<file path="config.mk">
export PLATFORM = sky130hd
export DESIGN_NAME = fdg_regs
export DESIGN_NICKNAME = d
export VERILOG_FILES = /design/src/fdg_pkg.sv /design/src/fdg_fs_gen.sv /design/src/fdg_gain_decode.sv /design/src/fdg_regs.sv
export SDC_FILE = /design/constraint.sdc
export NUM_CORES = 1
export LEC_CHECK = 0
export ABC_AREA = 1
export BUFFER_PORTS_ARGS = -buffer_cell sky130_fd_sc_hd__clkbuf_2
export CAP_MARGIN = 20
export CORE_ASPECT_RATIO = 1.5
export CORE_UTILIZATION = 66
export CTS_CLUSTER_DIAMETER = 50
export DETAILED_ROUTE_END_ITERATION = 10
export MAX_ROUTING_LAYER = met4
export PLACE_DENSITY = 0.86
export SLEW_MARGIN = 20
export SYNTH_ARGS = -nofsm -noshare
export SYNTH_HDL_FRONTEND = slang
export SYNTH_SLANG_ARGS = --single-unit
</file>
<file path="constraint.sdc">
create_clock -name ref_clk_i -period 10.8 [get_ports ref_clk_i]
set_input_delay 1.08 -clock ref_clk_i [delete_from_list [all_inputs] [get_ports ref_clk_i]]
set_output_delay 1.08 -clock ref_clk_i [all_outputs]
set_load 0.01 [all_outputs]
</file>
<file path="src/fdg_pkg.sv">
package fdg_pkg;

    // ------------------------------------------------------------
    // Register access and field layout
    // ------------------------------------------------------------
    localparam logic [0:0] ADDR_FRAME_DIV = 1'h0;
    localparam logic [0:0] ADDR_GAIN = 1'h1;
    localparam int SEL_BIT = 7;
    localparam int SUB_HI = 7;
    localparam int SUB_LO = 6;
    localparam logic [1:0] SUB_ADC = 2'h0;
    localparam logic [1:0] SUB_DAC = 2'h1;
    localparam logic [1:0] SUB_SIDE = 2'h2;
    localparam logic [1:0] SUB_FOURTH = 2'h3;

    // ------------------------------------------------------------
    // Reset values
    // ------------------------------------------------------------
    localparam logic [6:0] M_RESET = 7'h10;
    localparam logic [3:0] N_RESET = 4'h6;
    localparam logic [2:0] P_RESET = 3'h0;
    localparam logic [5:0] GAIN_RESET = 6'h2a;
    localparam logic [7:0] SIDE_RESET = 8'h38;
    localparam logic [7:0] FOURTH_RESET = 8'h00;

    // ------------------------------------------------------------
    // Divider and gain constants
    // ------------------------------------------------------------
    localparam int FS_BASE_DIV = 16;
    localparam int SAMPLE_SETTLE = 2;
    localparam logic [5:0] GAIN_MUTE = 6'h3f;
    localparam int GAIN_TOP_DB = 20;
    localparam int GAIN_TOP_CODE = 62;

    // Effective divider values.
    typedef struct packed {
        logic [7:0] m;
        logic [4:0] n;
        logic [3:0] p;
    } fdg_div_s;

    // Host register access.
    typedef struct packed {
        logic wr;
        logic rd;
        logic [0:0] addr;
        logic [7:0] wdata;
    } fdg_req_s;

endpackage

</file>
<file path="src/fdg_fs_gen.sv">
`timescale 1ns/1ps
module fdg_fs_gen (
    input wire logic ref_clk_i,
    input wire logic reset_i,
    input wire fdg_pkg::fdg_div_s div_i,
    input wire logic fast_bclk_i,
    output logic fs_tick_o,
    output logic bclk_tick_o
);
    import fdg_pkg::*;

    logic [17:0] fs_cnt_reg;
    logic [17:0] fs_limit;
    logic [3:0] bclk_cnt_reg;

    // Frame period is the master clock times 16*M*N*P.
    assign fs_limit = 18'(FS_BASE_DIV * div_i.m * div_i.n * div_i.p - 1); // [RULE_03]

    // Frame counter emits one tick per frame-sync period.
    always_ff @(posedge ref_clk_i) begin
        if (reset_i || fs_cnt_reg >= fs_limit) begin
            fs_cnt_reg <= '0;
        end else begin
            fs_cnt_reg <= fs_cnt_reg + 18'h0001;
        end
    end
    assign fs_tick_o = (fs_cnt_reg >= fs_limit) && !reset_i;

    // Fast bit clock ticks once every P master clocks.
    always_ff @(posedge ref_clk_i) begin
        if (reset_i || !fast_bclk_i || {1'b0, bclk_cnt_reg} >= 5'(div_i.p - 4'h1)) begin
            bclk_cnt_reg <= '0;
        end else begin
            bclk_cnt_reg <= bclk_cnt_reg + 4'h1;
        end
    end
    assign bclk_tick_o = fast_bclk_i && !reset_i && ({1'b0, bclk_cnt_reg} >= 5'(div_i.p - 4'h1)); // [RULE_15]
endmodule

</file>
<file path="src/fdg_gain_decode.sv">
`timescale 1ns/1ps
module fdg_gain_decode (
    input wire logic [5:0] code_i,
    output logic mute_o,
    output logic signed [6:0] gain_db_o
);
    import fdg_pkg::*;

    // All ones mutes; otherwise each step below the top code drops 1 dB.
    assign mute_o = (code_i == GAIN_MUTE); // [RULE_13]
    assign gain_db_o = 7'(signed'({1'b0, code_i}) - GAIN_TOP_CODE + GAIN_TOP_DB); // [RULE_13]
endmodule

</file>
<file path="src/fdg_regs.sv">
`timescale 1ns/1ps
// Operation
// [RULE_01] Select 0 write loads N and P.
// [RULE_02] Select 1 write loads M.
// [RULE_03] Frame rate is clock over 16*M*N*P.
// [RULE_04] M field zero means 128.
// [RULE_05] N field zero means 16.
// [RULE_06] P field zero means 8.
// [RULE_07] New dividers apply after two frames.
// [RULE_08] Divider reads alternate N/P then M.
// [RULE_09] Reset dividers M 16, N 6, P 8.
// [RULE_10] P of 8 selects coarse sampling.
// [RULE_11] Gain sub-address 00 writes ADC gain.
// [RULE_12] ADC and DAC gain reset to 0 dB.
// [RULE_13] Gain code decodes mute, +20 to -42 dB.
// [RULE_14] Gain reads cycle ADC, DAC, sidetone, fourth.
// [RULE_15] Fast bit clock is clock over P.
// [RULE_16] Each divider write keeps the other fields.
module fdg_regs (
    input wire logic ref_clk_i,
    input wire logic reset_i,
    input wire fdg_pkg::fdg_req_s req_i,
    input wire logic fast_bclk_i,
    output logic [7:0] rdata_o,
    output logic rvalid_o,
    output logic [7:0] eff_m_o,
    output logic [4:0] eff_n_o,
    output logic [3:0] eff_p_o,
    output logic coarse_mode_o,
    output logic [5:0] adc_gain_code_o,
    output logic [5:0] dac_gain_code_o,
    output logic adc_mute_o,
    output logic signed [6:0] adc_gain_db_o,
    output logic fs_tick_o,
    output logic bclk_tick_o
);
    import fdg_pkg::*;

    // ------------------------------------------------------------
    // Field decoding
    // ------------------------------------------------------------

    // A zero field stands for the top of its range.
    function automatic logic [7:0] field_value(input logic [6:0] f, input logic [7:0] full);
        field_value = (f == 7'h00) ? full : {1'b0, f};
    endfunction

    logic [6:0] m_reg;
    logic [3:0] n_reg;
    logic [2:0] p_reg;
    logic read_m_reg;
    logic [1:0] gain_rd_reg;
    logic [5:0] adc_gain_reg;
    logic [5:0] dac_gain_reg;
    logic [7:0] side_reg;
    logic [7:0] fourth_reg;
    logic [1:0] settle_reg;
    logic pending_reg;
    fdg_div_s active_reg;
    fdg_div_s staged;
    logic wr_div;
    logic wr_gain;
    logic rd_div;
    logic rd_gain;
    logic [1:0] sub;
    logic fs_tick;
    logic bclk_tick;
    logic mute;
    logic signed [6:0] gain_db;
    logic [7:0] rdata_next;

    assign wr_div = req_i.wr && (req_i.addr == ADDR_FRAME_DIV);
    assign wr_gain = req_i.wr && (req_i.addr == ADDR_GAIN);
    assign rd_div = req_i.rd && (req_i.addr == ADDR_FRAME_DIV);
    assign rd_gain = req_i.rd && (req_i.addr == ADDR_GAIN);
    assign sub = req_i.wdata[SUB_HI:SUB_LO];

    // Programmed fields mapped to their effective divider values.
    assign staged.m = field_value(m_reg, 8'h80); // [RULE_04]
    assign staged.n = 5'(field_value({3'h0, n_reg}, 8'h10)); // [RULE_05]
    assign staged.p = 4'(field_value({4'h0, p_reg}, 8'h08)); // [RULE_06]

    // ------------------------------------------------------------
    // Divider register
    // ------------------------------------------------------------

    // Select bit steers the write; unselected fields hold.
    always_ff @(posedge ref_clk_i) begin
        if (reset_i) begin
            m_reg <= M_RESET; // [RULE_09]
            n_reg <= N_RESET; // [RULE_09]
            p_reg <= P_RESET; // [RULE_09]
        end else if (wr_div && req_i.wdata[SEL_BIT]) begin
            m_reg <= req_i.wdata[6:0]; // [RULE_02] [RULE_16]
        end else if (wr_div) begin
            n_reg <= req_i.wdata[6:3]; // [RULE_01] [RULE_16]
            p_reg <= req_i.wdata[2:0]; // [RULE_01]
        end
    end

    // New values wait two frame periods before they drive the frame rate.
    always_ff @(posedge ref_clk_i) begin
        if (reset_i) begin
            active_reg <= '{m: 8'h10, n: 5'h06, p: 4'h8};
            pending_reg <= 1'b0;
            settle_reg <= '0;
        end else if (wr_div) begin
            pending_reg <= 1'b1;
            settle_reg <= '0;
        end else if (pending_reg && fs_tick) begin
            if (settle_reg == 2'(SAMPLE_SETTLE - 1)) begin
                active_reg <= staged; // [RULE_07]
                pending_reg <= 1'b0;
            end
            settle_reg <= settle_reg + 2'h1;
        end
    end

    // ------------------------------------------------------------
    // Gain registers
    // ------------------------------------------------------------

    // Sub-address in the top bits selects which gain register is written.
    always_ff @(posedge ref_clk_i) begin
        if (reset_i) begin
            adc_gain_reg <= GAIN_RESET; // [RULE_12]
            dac_gain_reg <= GAIN_RESET; // [RULE_12]
            side_reg <= SIDE_RESET;
            fourth_reg <= FOURTH_RESET;
        end else if (wr_gain) begin
            unique case (sub)
                SUB_ADC: adc_gain_reg <= req_i.wdata[5:0]; // [RULE_11]
                SUB_DAC: dac_gain_reg <= req_i.wdata[5:0];
                SUB_SIDE: side_reg <= req_i.wdata;
                SUB_FOURTH: fourth_reg <= req_i.wdata;
            endcase
        end
    end

    // ------------------------------------------------------------
    // Read sequencing
    // ------------------------------------------------------------

    // Read data per address, advancing through sub-registers.
    always_comb begin
        rdata_next = 8'h00;
        if (rd_div) begin
            rdata_next = read_m_reg ? {1'b1, m_reg} : {1'b0, n_reg, p_reg}; // [RULE_08]
        end else if (rd_gain) begin
            unique case (gain_rd_reg)
                SUB_ADC: rdata_next = {SUB_ADC, adc_gain_reg}; // [RULE_14]
                SUB_DAC: rdata_next = {SUB_DAC, dac_gain_reg};
                SUB_SIDE: rdata_next = side_reg;
                SUB_FOURTH: rdata_next = fourth_reg;
            endcase
        end
    end

    // Read pointers step on each read; any write restarts them.
    always_ff @(posedge ref_clk_i) begin
        if (reset_i || req_i.wr) begin
            read_m_reg <= 1'b0;
            gain_rd_reg <= SUB_ADC;
        end else begin
            if (rd_div) begin
                read_m_reg <= !read_m_reg; // [RULE_08]
            end
            if (rd_gain) begin
                gain_rd_reg <= gain_rd_reg + 2'h1; // [RULE_14]
            end
        end
    end

    // ------------------------------------------------------------
    // Timing generation and decode
    // ------------------------------------------------------------

    fdg_fs_gen u_fs_gen (
        .ref_clk_i(ref_clk_i),
        .reset_i(reset_i),
        .div_i(active_reg),
        .fast_bclk_i(fast_bclk_i),
        .fs_tick_o(fs_tick),
        .bclk_tick_o(bclk_tick)
    );

    fdg_gain_decode u_gain_decode (
        .code_i(adc_gain_reg),
        .mute_o(mute),
        .gain_db_o(gain_db)
    );

    // All outputs are registered.
    always_ff @(posedge ref_clk_i) begin
        if (reset_i) begin
            rdata_o <= 8'h00;
            rvalid_o <= 1'b0;
            eff_m_o <= 8'h10;
            eff_n_o <= 5'h06;
            eff_p_o <= 4'h8;
            coarse_mode_o <= 1'b1;
            adc_gain_code_o <= GAIN_RESET;
            dac_gain_code_o <= GAIN_RESET;
            adc_mute_o <= 1'b0;
            adc_gain_db_o <= 7'sh00;
            fs_tick_o <= 1'b0;
            bclk_tick_o <= 1'b0;
        end else begin
            rdata_o <= rdata_next;
            rvalid_o <= req_i.rd;
            eff_m_o <= active_reg.m;
            eff_n_o <= active_reg.n;
            eff_p_o <= active_reg.p;
            coarse_mode_o <= (active_reg.p == 4'h8); // [RULE_10]
            adc_gain_code_o <= adc_gain_reg;
            dac_gain_code_o <= dac_gain_reg;
            adc_mute_o <= mute; // [RULE_13]
            adc_gain_db_o <= gain_db;
            fs_tick_o <= fs_tick; // [RULE_03]
            bclk_tick_o <= bclk_tick; // [RULE_15]
        end
    end
endmodule

</file>
==> results of run 1 <==
==> cells in the mapped netlist (3+ instances only) <==
cell        n  area share (%)
a21oi_1    63             3.8
a22oi_1     7            0.63
buf_1       4            0.18
clkbuf_1   19            0.86
dfxtp_1   135              32
fa_1       39             9.4
ha_1       63             9.5
inv_1     196             8.8
inv_2       7            0.32
nand2_1   239              11
nand2_2     3            0.23
nand3_1    57             3.4
nand3b_1    3            0.27
nand4_1    10            0.75
nor2_1    132             6.0
nor2_2      4            0.30
nor3_1     14            0.84
nor3b_1     3            0.27
nor4_1      3            0.23
o211ai_1   10            0.90
o21ai_0    38             2.3
o21ai_1     9            0.54
or2_2       5            0.38
xnor2_1    10             1.1
xor2_1     19             2.0
xor2_2      3            0.59
==> metrics by stage <==
| stage | worst slack, ps | instances | hold slack [ps] | util, % |
|---|---|---|---|---|
| after floorplan | 3560 | 1124 | 416 | - |
| after global placement | 2180 | 1315 | 431 | 72.0 |
| final | 2300 | 1348 | 444 | 77.1 |
| after CTS | 2380 | 1348 | 446 | 77.1 |
| after global routing | 1630 | 1348 | 459 | 77.1 |
| after detailed placement | 2500 | 1316 | 437 | 72.1 |
==> layer usage <==
layer | up-vias | track usage [%]
met4 | 0 | 22.4
met1 | 3529 | 31.7
li1 | 3643 | -
met3 | 102 | 6.94
met2 | 235 | 65.4
met5 | - | -
==> path summary, 6_finish.rpt <==
kind | from | end | slack (ps) | cells after the start
setup / recovery | active_reg[8] | active_reg[3] | 2300 | 41
hold reg to reg | side_reg[6] | side_reg[6] | 440 | 2
setup reg to reg | active_reg[8] | active_reg[3] | 2300 | 41
hold / removal | side_reg[6] | side_reg[6] | 440 | 2
==> area by class of cell <==
type | count | area, um^2
inverter | 207 | 781
timing repair buffer | 66 | 344
tap | 153 | 191
multi-input combinational | 755 | 4730
sequential | 135 | 2700
clock buffer | 20 | 447
clock inverter | 12 | 165
fill | 910 | 2780
==> power groups by stage <==
stage | clock network [W] | registers [W] | logic (W)
2_1_floorplan | 0 | 0.000528 | 0.0000275
3_3_place_gp | 0 | 0.000528 | 0.0000455
3_5_place_dp | 0 | 0.000528 | 0.0000463
4_1_cts | 0.000608 | 0.000518 | 0.0000476
5_1_grt | 0.000629 | 0.000519 | 0.0000532
6_report | 0.000607 | 0.000518 | 0.0000481
==> kinds of logic (layout without fill, tap and decap cells) <==
| group | count (synthesis) | in the layout |
|---|---|---|
| xor gates and xnor gates | 35 | 35 |
| buffers and inverters | 234 | 305 |
| and+or+nand+nor | 480 | 480 |
| adders and majority gates | 102 | 102 |
| DFF | 135 | 135 |
| AOI/OAI and AO/OA | 138 | 138 |
==> worst max-delay path: cells and delay by family (launching register included) <==
family / cells / cell delay (ps)
XOR/XNOR: 2 / 480
adder cells (fa/ha/maj): 8 / 3600
flip-flops: 1 / 520
AO/OA/AOI/OAI: 2 / 350
buffers and inverters: 9 / 830
AND/OR/NAND/NOR: 20 / 2660
==> results by group, run 1 <==
Route
  • Drt drc: 0
  • Detailed Route WL: 20900 um
  • Vias post-DR: ~7500
  • Avg WL per Cell: approximately 15 um
  • Met2 Wirelength: between 10000 and 15000 um
  • Uppermost layer routed: met4
  • Post-Route M1 WL: slightly above 7000 um
  • Vias per cell: about 5.6
  • Antenna Nets Post-Route: 0
  • DR iter-0 viols: between 300 and 400
  • DR pass1 iterations: 5
  • Met3 WL: approximately 800 um

Worst hold path
  • Hold Path Class: flip-flop to flip-flop

Placed design
  • Port bufs: 62
  • DP Area: around 0.0087 mm^2
  • Post-DP HPWL: 15600 um
  • GP Congestion: ~1

Pwr
  • P_sw: 0.000275 W
  • PwrDens: 125 mW/mm^2
  • LEAKAGE: around 4.8 nW
  • Internal cell power: 0.000898 W
  • Comb pwr share: around 4.1%
  • Reg power frac: 44.1%
  • Peak supply drop: roughly 0.00014 V
  • Clock power frac: 51.8%
  • Total Power: 0.00117 W
  • Switching Fraction: around a quarter

Die
  • Core Region: approximately 0.012 mm^2
  • Row count: roughly 50
  • Die area: about 0.013 mm^2
  • Die width: roughly 94 um
  • I/O pin cnt: 63
  • Die H: 140 um
  • Initial Util: roughly two thirds

Global route
  • Vias in the first global route: between 7000 and 8000
  • Global route total overflow: 0
  • Largest net degree at the start of global routing: 58
  • GRT Util Overall: between 30% and 40%
  • First-pass GRT wire length: between 30000 and 40000 um
  • Antenna violations before repair: 0

STA
  • Slew Viols, Final: 0
  • RSZ-0062 raised after global routing: no
  • TNS Setup: 0 ps
  • Setup violators final: 0
  • Final hold viol count: 0
  • Clk_skew: just under 9 ps
  • Worst slew margin: approximately a quarter
  • Least-Margin Pin Slew: 1110 ps
  • Fmax: roughly 120 MHz
  • Min cycle time layout: between 8000 and 9000 ps
  • Fin crit share: between 70 and 80%

Flow run
  • Max_cap viols: 0

Yosys
  • Post-synthesis sequential area ratio: roughly 32%
  • Syn. warnings: 0
  • Cell variety after synth: between 40 and 50
  • Post-synth top flop: dfxtp_1
  • Synth Area in Compound Gates: 9.21%
  • Syn nets: around 1200
  • Flops & latches, synth: 135
  • Post-synth EDFFs: 0
  • Synth Area in Simple Gates: between 20 and 25%
  • Mux contribution to synthesized area: 0%
  • Cells after synthesis: around 1100
  • Post-Syn Area: 0.00833 mm^2
  • Post-synthesis xor/xnor area fraction: under 10%
  • Adder-cell area share of the yosys netlist: a little under a fifth
  • Syn Area/Cell: 7.41 um^2
  • Main combinational cell family by area after synthesis: simple AND/OR/NAND/NOR gates
  • Post-synth ARST share: 0%

Clocking
  • H-Tree Depth: 4
  • TritonCTS clock tree: yes
  • Clk_lat worst skew: between 400 and 500 ps
  • Postcts setup bufs: 0
  • CTS buffer count: 17
  • CTS Sinks: ~140
  • CTS Hold Bufs: 0
  • CTS Root Cell: clkbuf_16
  • Worst-path clk slew: 60 ps
  • Max Root-Sink Buffers: 2
  • CTS resizes: 0

Final layout
  • Most frequent cells in the layout: nand2_1 (239), inv_1 (196), dfxtp_1 (135)
  • Post-route cell area: between 0.009 and 0.01 mm^2
  • Most common cell after layout, fill and taps aside: nand2_1
  • Synth-to-layout area growth: 12.4%
  • Max reg flops: 18
  • # nets final: 1298
  • Antenna cells: 0
  • Share of cells above drive strength 1: 11.0%

Worst setup path
  • WS Path Type: flip-flop to flip-flop
  • Crit path largest cell delay: approximately 550 ps
  • Crit-path most repeated cell: nand2_1
  • Worst Path Required: about 11000 ps
  • Crit path arrival time: between 8000 and 9000 ps
  • Maximum fanout along the worst path: 19
  • Crit path launch type: flip-flop
  • CP max-delay cell: fa_1
  • Crit end category: flip-flop

Run status
  • Outcome: finished, final reports clean
No activity file was read; power rests on OpenSTA's default activity.
==> run 2, diff against run 1 <==
--- a/config.mk
+++ b/config.mk
@@ -9,11 +9,11 @@
 export BUFFER_PORTS_ARGS = -buffer_cell sky130_fd_sc_hd__clkbuf_2
 export CAP_MARGIN = 20
 export CORE_ASPECT_RATIO = 1.5
-export CORE_UTILIZATION = 66
+export CORE_UTILIZATION = 61
 export CTS_CLUSTER_DIAMETER = 50
 export DETAILED_ROUTE_END_ITERATION = 10
 export MAX_ROUTING_LAYER = met4
-export PLACE_DENSITY = 0.86
+export PLACE_DENSITY = 0.81
 export SLEW_MARGIN = 20
 export SYNTH_ARGS = -nofsm -noshare
 export SYNTH_HDL_FRONTEND = slang
==> constraint.sdc (replaced) <==
create_clock -name ref_clk_i -period 8 [get_ports ref_clk_i]
set_input_delay 0.8 -clock ref_clk_i [delete_from_list [all_inputs] [get_ports ref_clk_i]]
set_output_delay 0.8 -clock ref_clk_i [all_outputs]
set_load 0.01 [all_outputs]
==> run 2 against run 1 <==
  * First-iteration DRC count is 1.7% higher
  * Fmax rose by 11%
  * Sequential share of layout area shrank 0.33 points
  * Combinational power up 34%
  * Sequential power rose by 35%
  * Clock skew grew 1.6 ps
  * Hold slack improved by 11 ps
  * Core utilization shrank 4.9 points
  * Critical path type unchanged
  * Largest power group unchanged
==> results by group, run 2 (same netlist as run 1, synthesis figures left out) <==
Run status
  • Outcome: finished, final reports clean

Flow run
  • Max_cap viols: 0

Worst setup path
  • Worst R2R Path Depth: around 40
  • CP max-delay cell: fa_1
  • Crit path arrival time: between 7000 and 8000 ps
  • Crit path buffers/inverters: 10
  • Critical path origin: active_reg[6]
  • R2R Setup Slk: 360 ps
  • Crit-path most repeated cell: nand2_1
  • Crit path largest cell delay: 540 ps
  • Critical path's top delay family: adder cells
  • Crit end category: flip-flop
  • Reg2reg end: active_reg[8]
  • Maximum fanout along the worst path: 30
  • Worst Path Required: just over 8000 ps
  • Worst flop-to-flop path startpoint: active_reg[6]
  • Crit path launch type: flip-flop
  • WS Path Type: flip-flop to flip-flop

STA
  • Min cycle time layout: between 7000 and 8000 ps
  • Worst slew margin: between 30% and 40%
  • Fin crit share: 95.5%
  • Least-Margin Pin Slew: 957 ps
  • Final worst setup slack: 360 ps
  • Clk_skew: between 10 and 15 ps
  • Fmax: 131 MHz
  • Setup violators final: 0
  • Hold WS: around 460 ps
  • TNS Setup: 0 ps
  • Slew Viols, Final: 0
  • Final hold viol count: 0

Clocking
  • TritonCTS clock tree: yes
  • Max Root-Sink Buffers: 2
  • CTS buffer count: 17
  • CTS Root Cell: clkbuf_16
  • Worst-path clk slew: about 60 ps
  • H-Tree Depth: 4
  • CTS Hold Bufs: 0
  • Clk_lat worst skew: approximately 420 ps
  • CTS Sinks: roughly 140

Worst hold path
  • Worst Min Path Start: u_fs_gen.fs_cnt_reg[0]
  • Min-Delay Path Depth: 1
  • Hold Path Class: flip-flop to flip-flop
  • Worst Hold Path EP: u_fs_gen.fs_cnt_reg[0]

Route
  • Avg WL per Cell: 14.6 um
  • Vias per cell: between 5 and 6
  • Detailed Route WL: slightly below 20000 um
  • Antenna Nets Post-Route: 0
  • Vias post-DR: approximately 7400
  • DR pass1 iterations: 7
  • DR iter-0 viols: approximately 360
  • Drt drc: 0

Die
  • Die area: between 0.01 and 0.015 mm^2
  • Die width: 97.4 um
  • I/O pin cnt: 63
  • Row count: just over 50
  • Die H: 145 um
  • Core Region: ~0.013 mm^2
  • Initial Util: between 60% and 70%

Final layout
  • Synth-to-layout area growth: 14.0%
  • Max reg flops: 18
  • Most common cell after layout, fill and taps aside: nand2_1
  • Most frequent cells in the layout: nand2_1 (239), inv_1 (196), nor2_1 (132)
  • Post-route cell area: around 0.0095 mm^2
  • Share of cells above drive strength 1: 13.0%
  • Antenna cells: 0
  • # nets final: ~1300

Global route
  • First-pass GRT wire length: 32800 um
  • Vias in the first global route: between 7000 and 8000
  • Antenna violations before repair: 0
  • GRT Util Overall: ~30%
  • Global route total overflow: 0
  • Largest net degree at the start of global routing: 51

Pwr
  • LEAKAGE: slightly below 5 nW
  • Total Power: approximately 0.0016 W
  • PwrDens: approximately 170 mW/mm^2
  • Peak supply drop: about 0.00018 V

Placed design
  • Port bufs: 62
  • DP Area: slightly below 0.009 mm^2
  • GP Congestion: 0.992
  • Placement Setup Slack: between 80 and 90 ps
  • Post-DP HPWL: about 15000 um
## run 2: stage by stage
stage | util (%) | cells
after floorplan | - | 1124
after global placement | 67.0 | 1326
after detailed placement | 67.0 | 1326
after CTS | 71.6 | 1358
after global routing | 72.2 | 1360
final | 72.2 | 1360
## run 2: repair_timing
item                                    4_1_cts  5_1_grt
endpoints found under the setup margin        0       35
setup buffers                                 0        2
gates resized for setup                       0       19
## run 2: cell type report
type                            instances  area, um^2
Inverter                              207         781
Timing Repair Buffer                   72         410
Clock inverter                         15         179
Multi-Input combinational cell        755        4790
Tap cell                              159         199
Fill cell                            1032        3650
Sequential cell                       135        2710
Clock buffer                           17         425
## run 2: worst max path at each step
stage,depth (start not counted),endpoint
4_1_cts,41,active_reg[8]
5_1_grt,40,active_reg[16]
3_5_place_dp,41,active_reg[3]
6_report,41,active_reg[8]
3_3_place_gp,42,active_reg[1]
2_1_floorplan,39,active_reg[1]
## run 2: routing by layer
metal / routed length [um] / up-vias / global-route usage [%] / part of all wire (%)
li1: - / 3638 / - / -
met1: 7350 / 3436 / 28.3 / 37
met2: 10800 / 218 / 54.7 / 55
met3: 723 / 70 / 4.09 / 3.7
met4: 915 / 0 / 17.4 / 4.6
met5: 0 / - / - / 0
## run 2: power breakdown
group / switching [W] / internal, W / leakage [nW]
combinational: 0.0000439 / 0.0000207 / 3.49
sequential: 0.0000114 / 0.000688 / 1.10
clock: 0.000335 / 0.000472 / 0.291
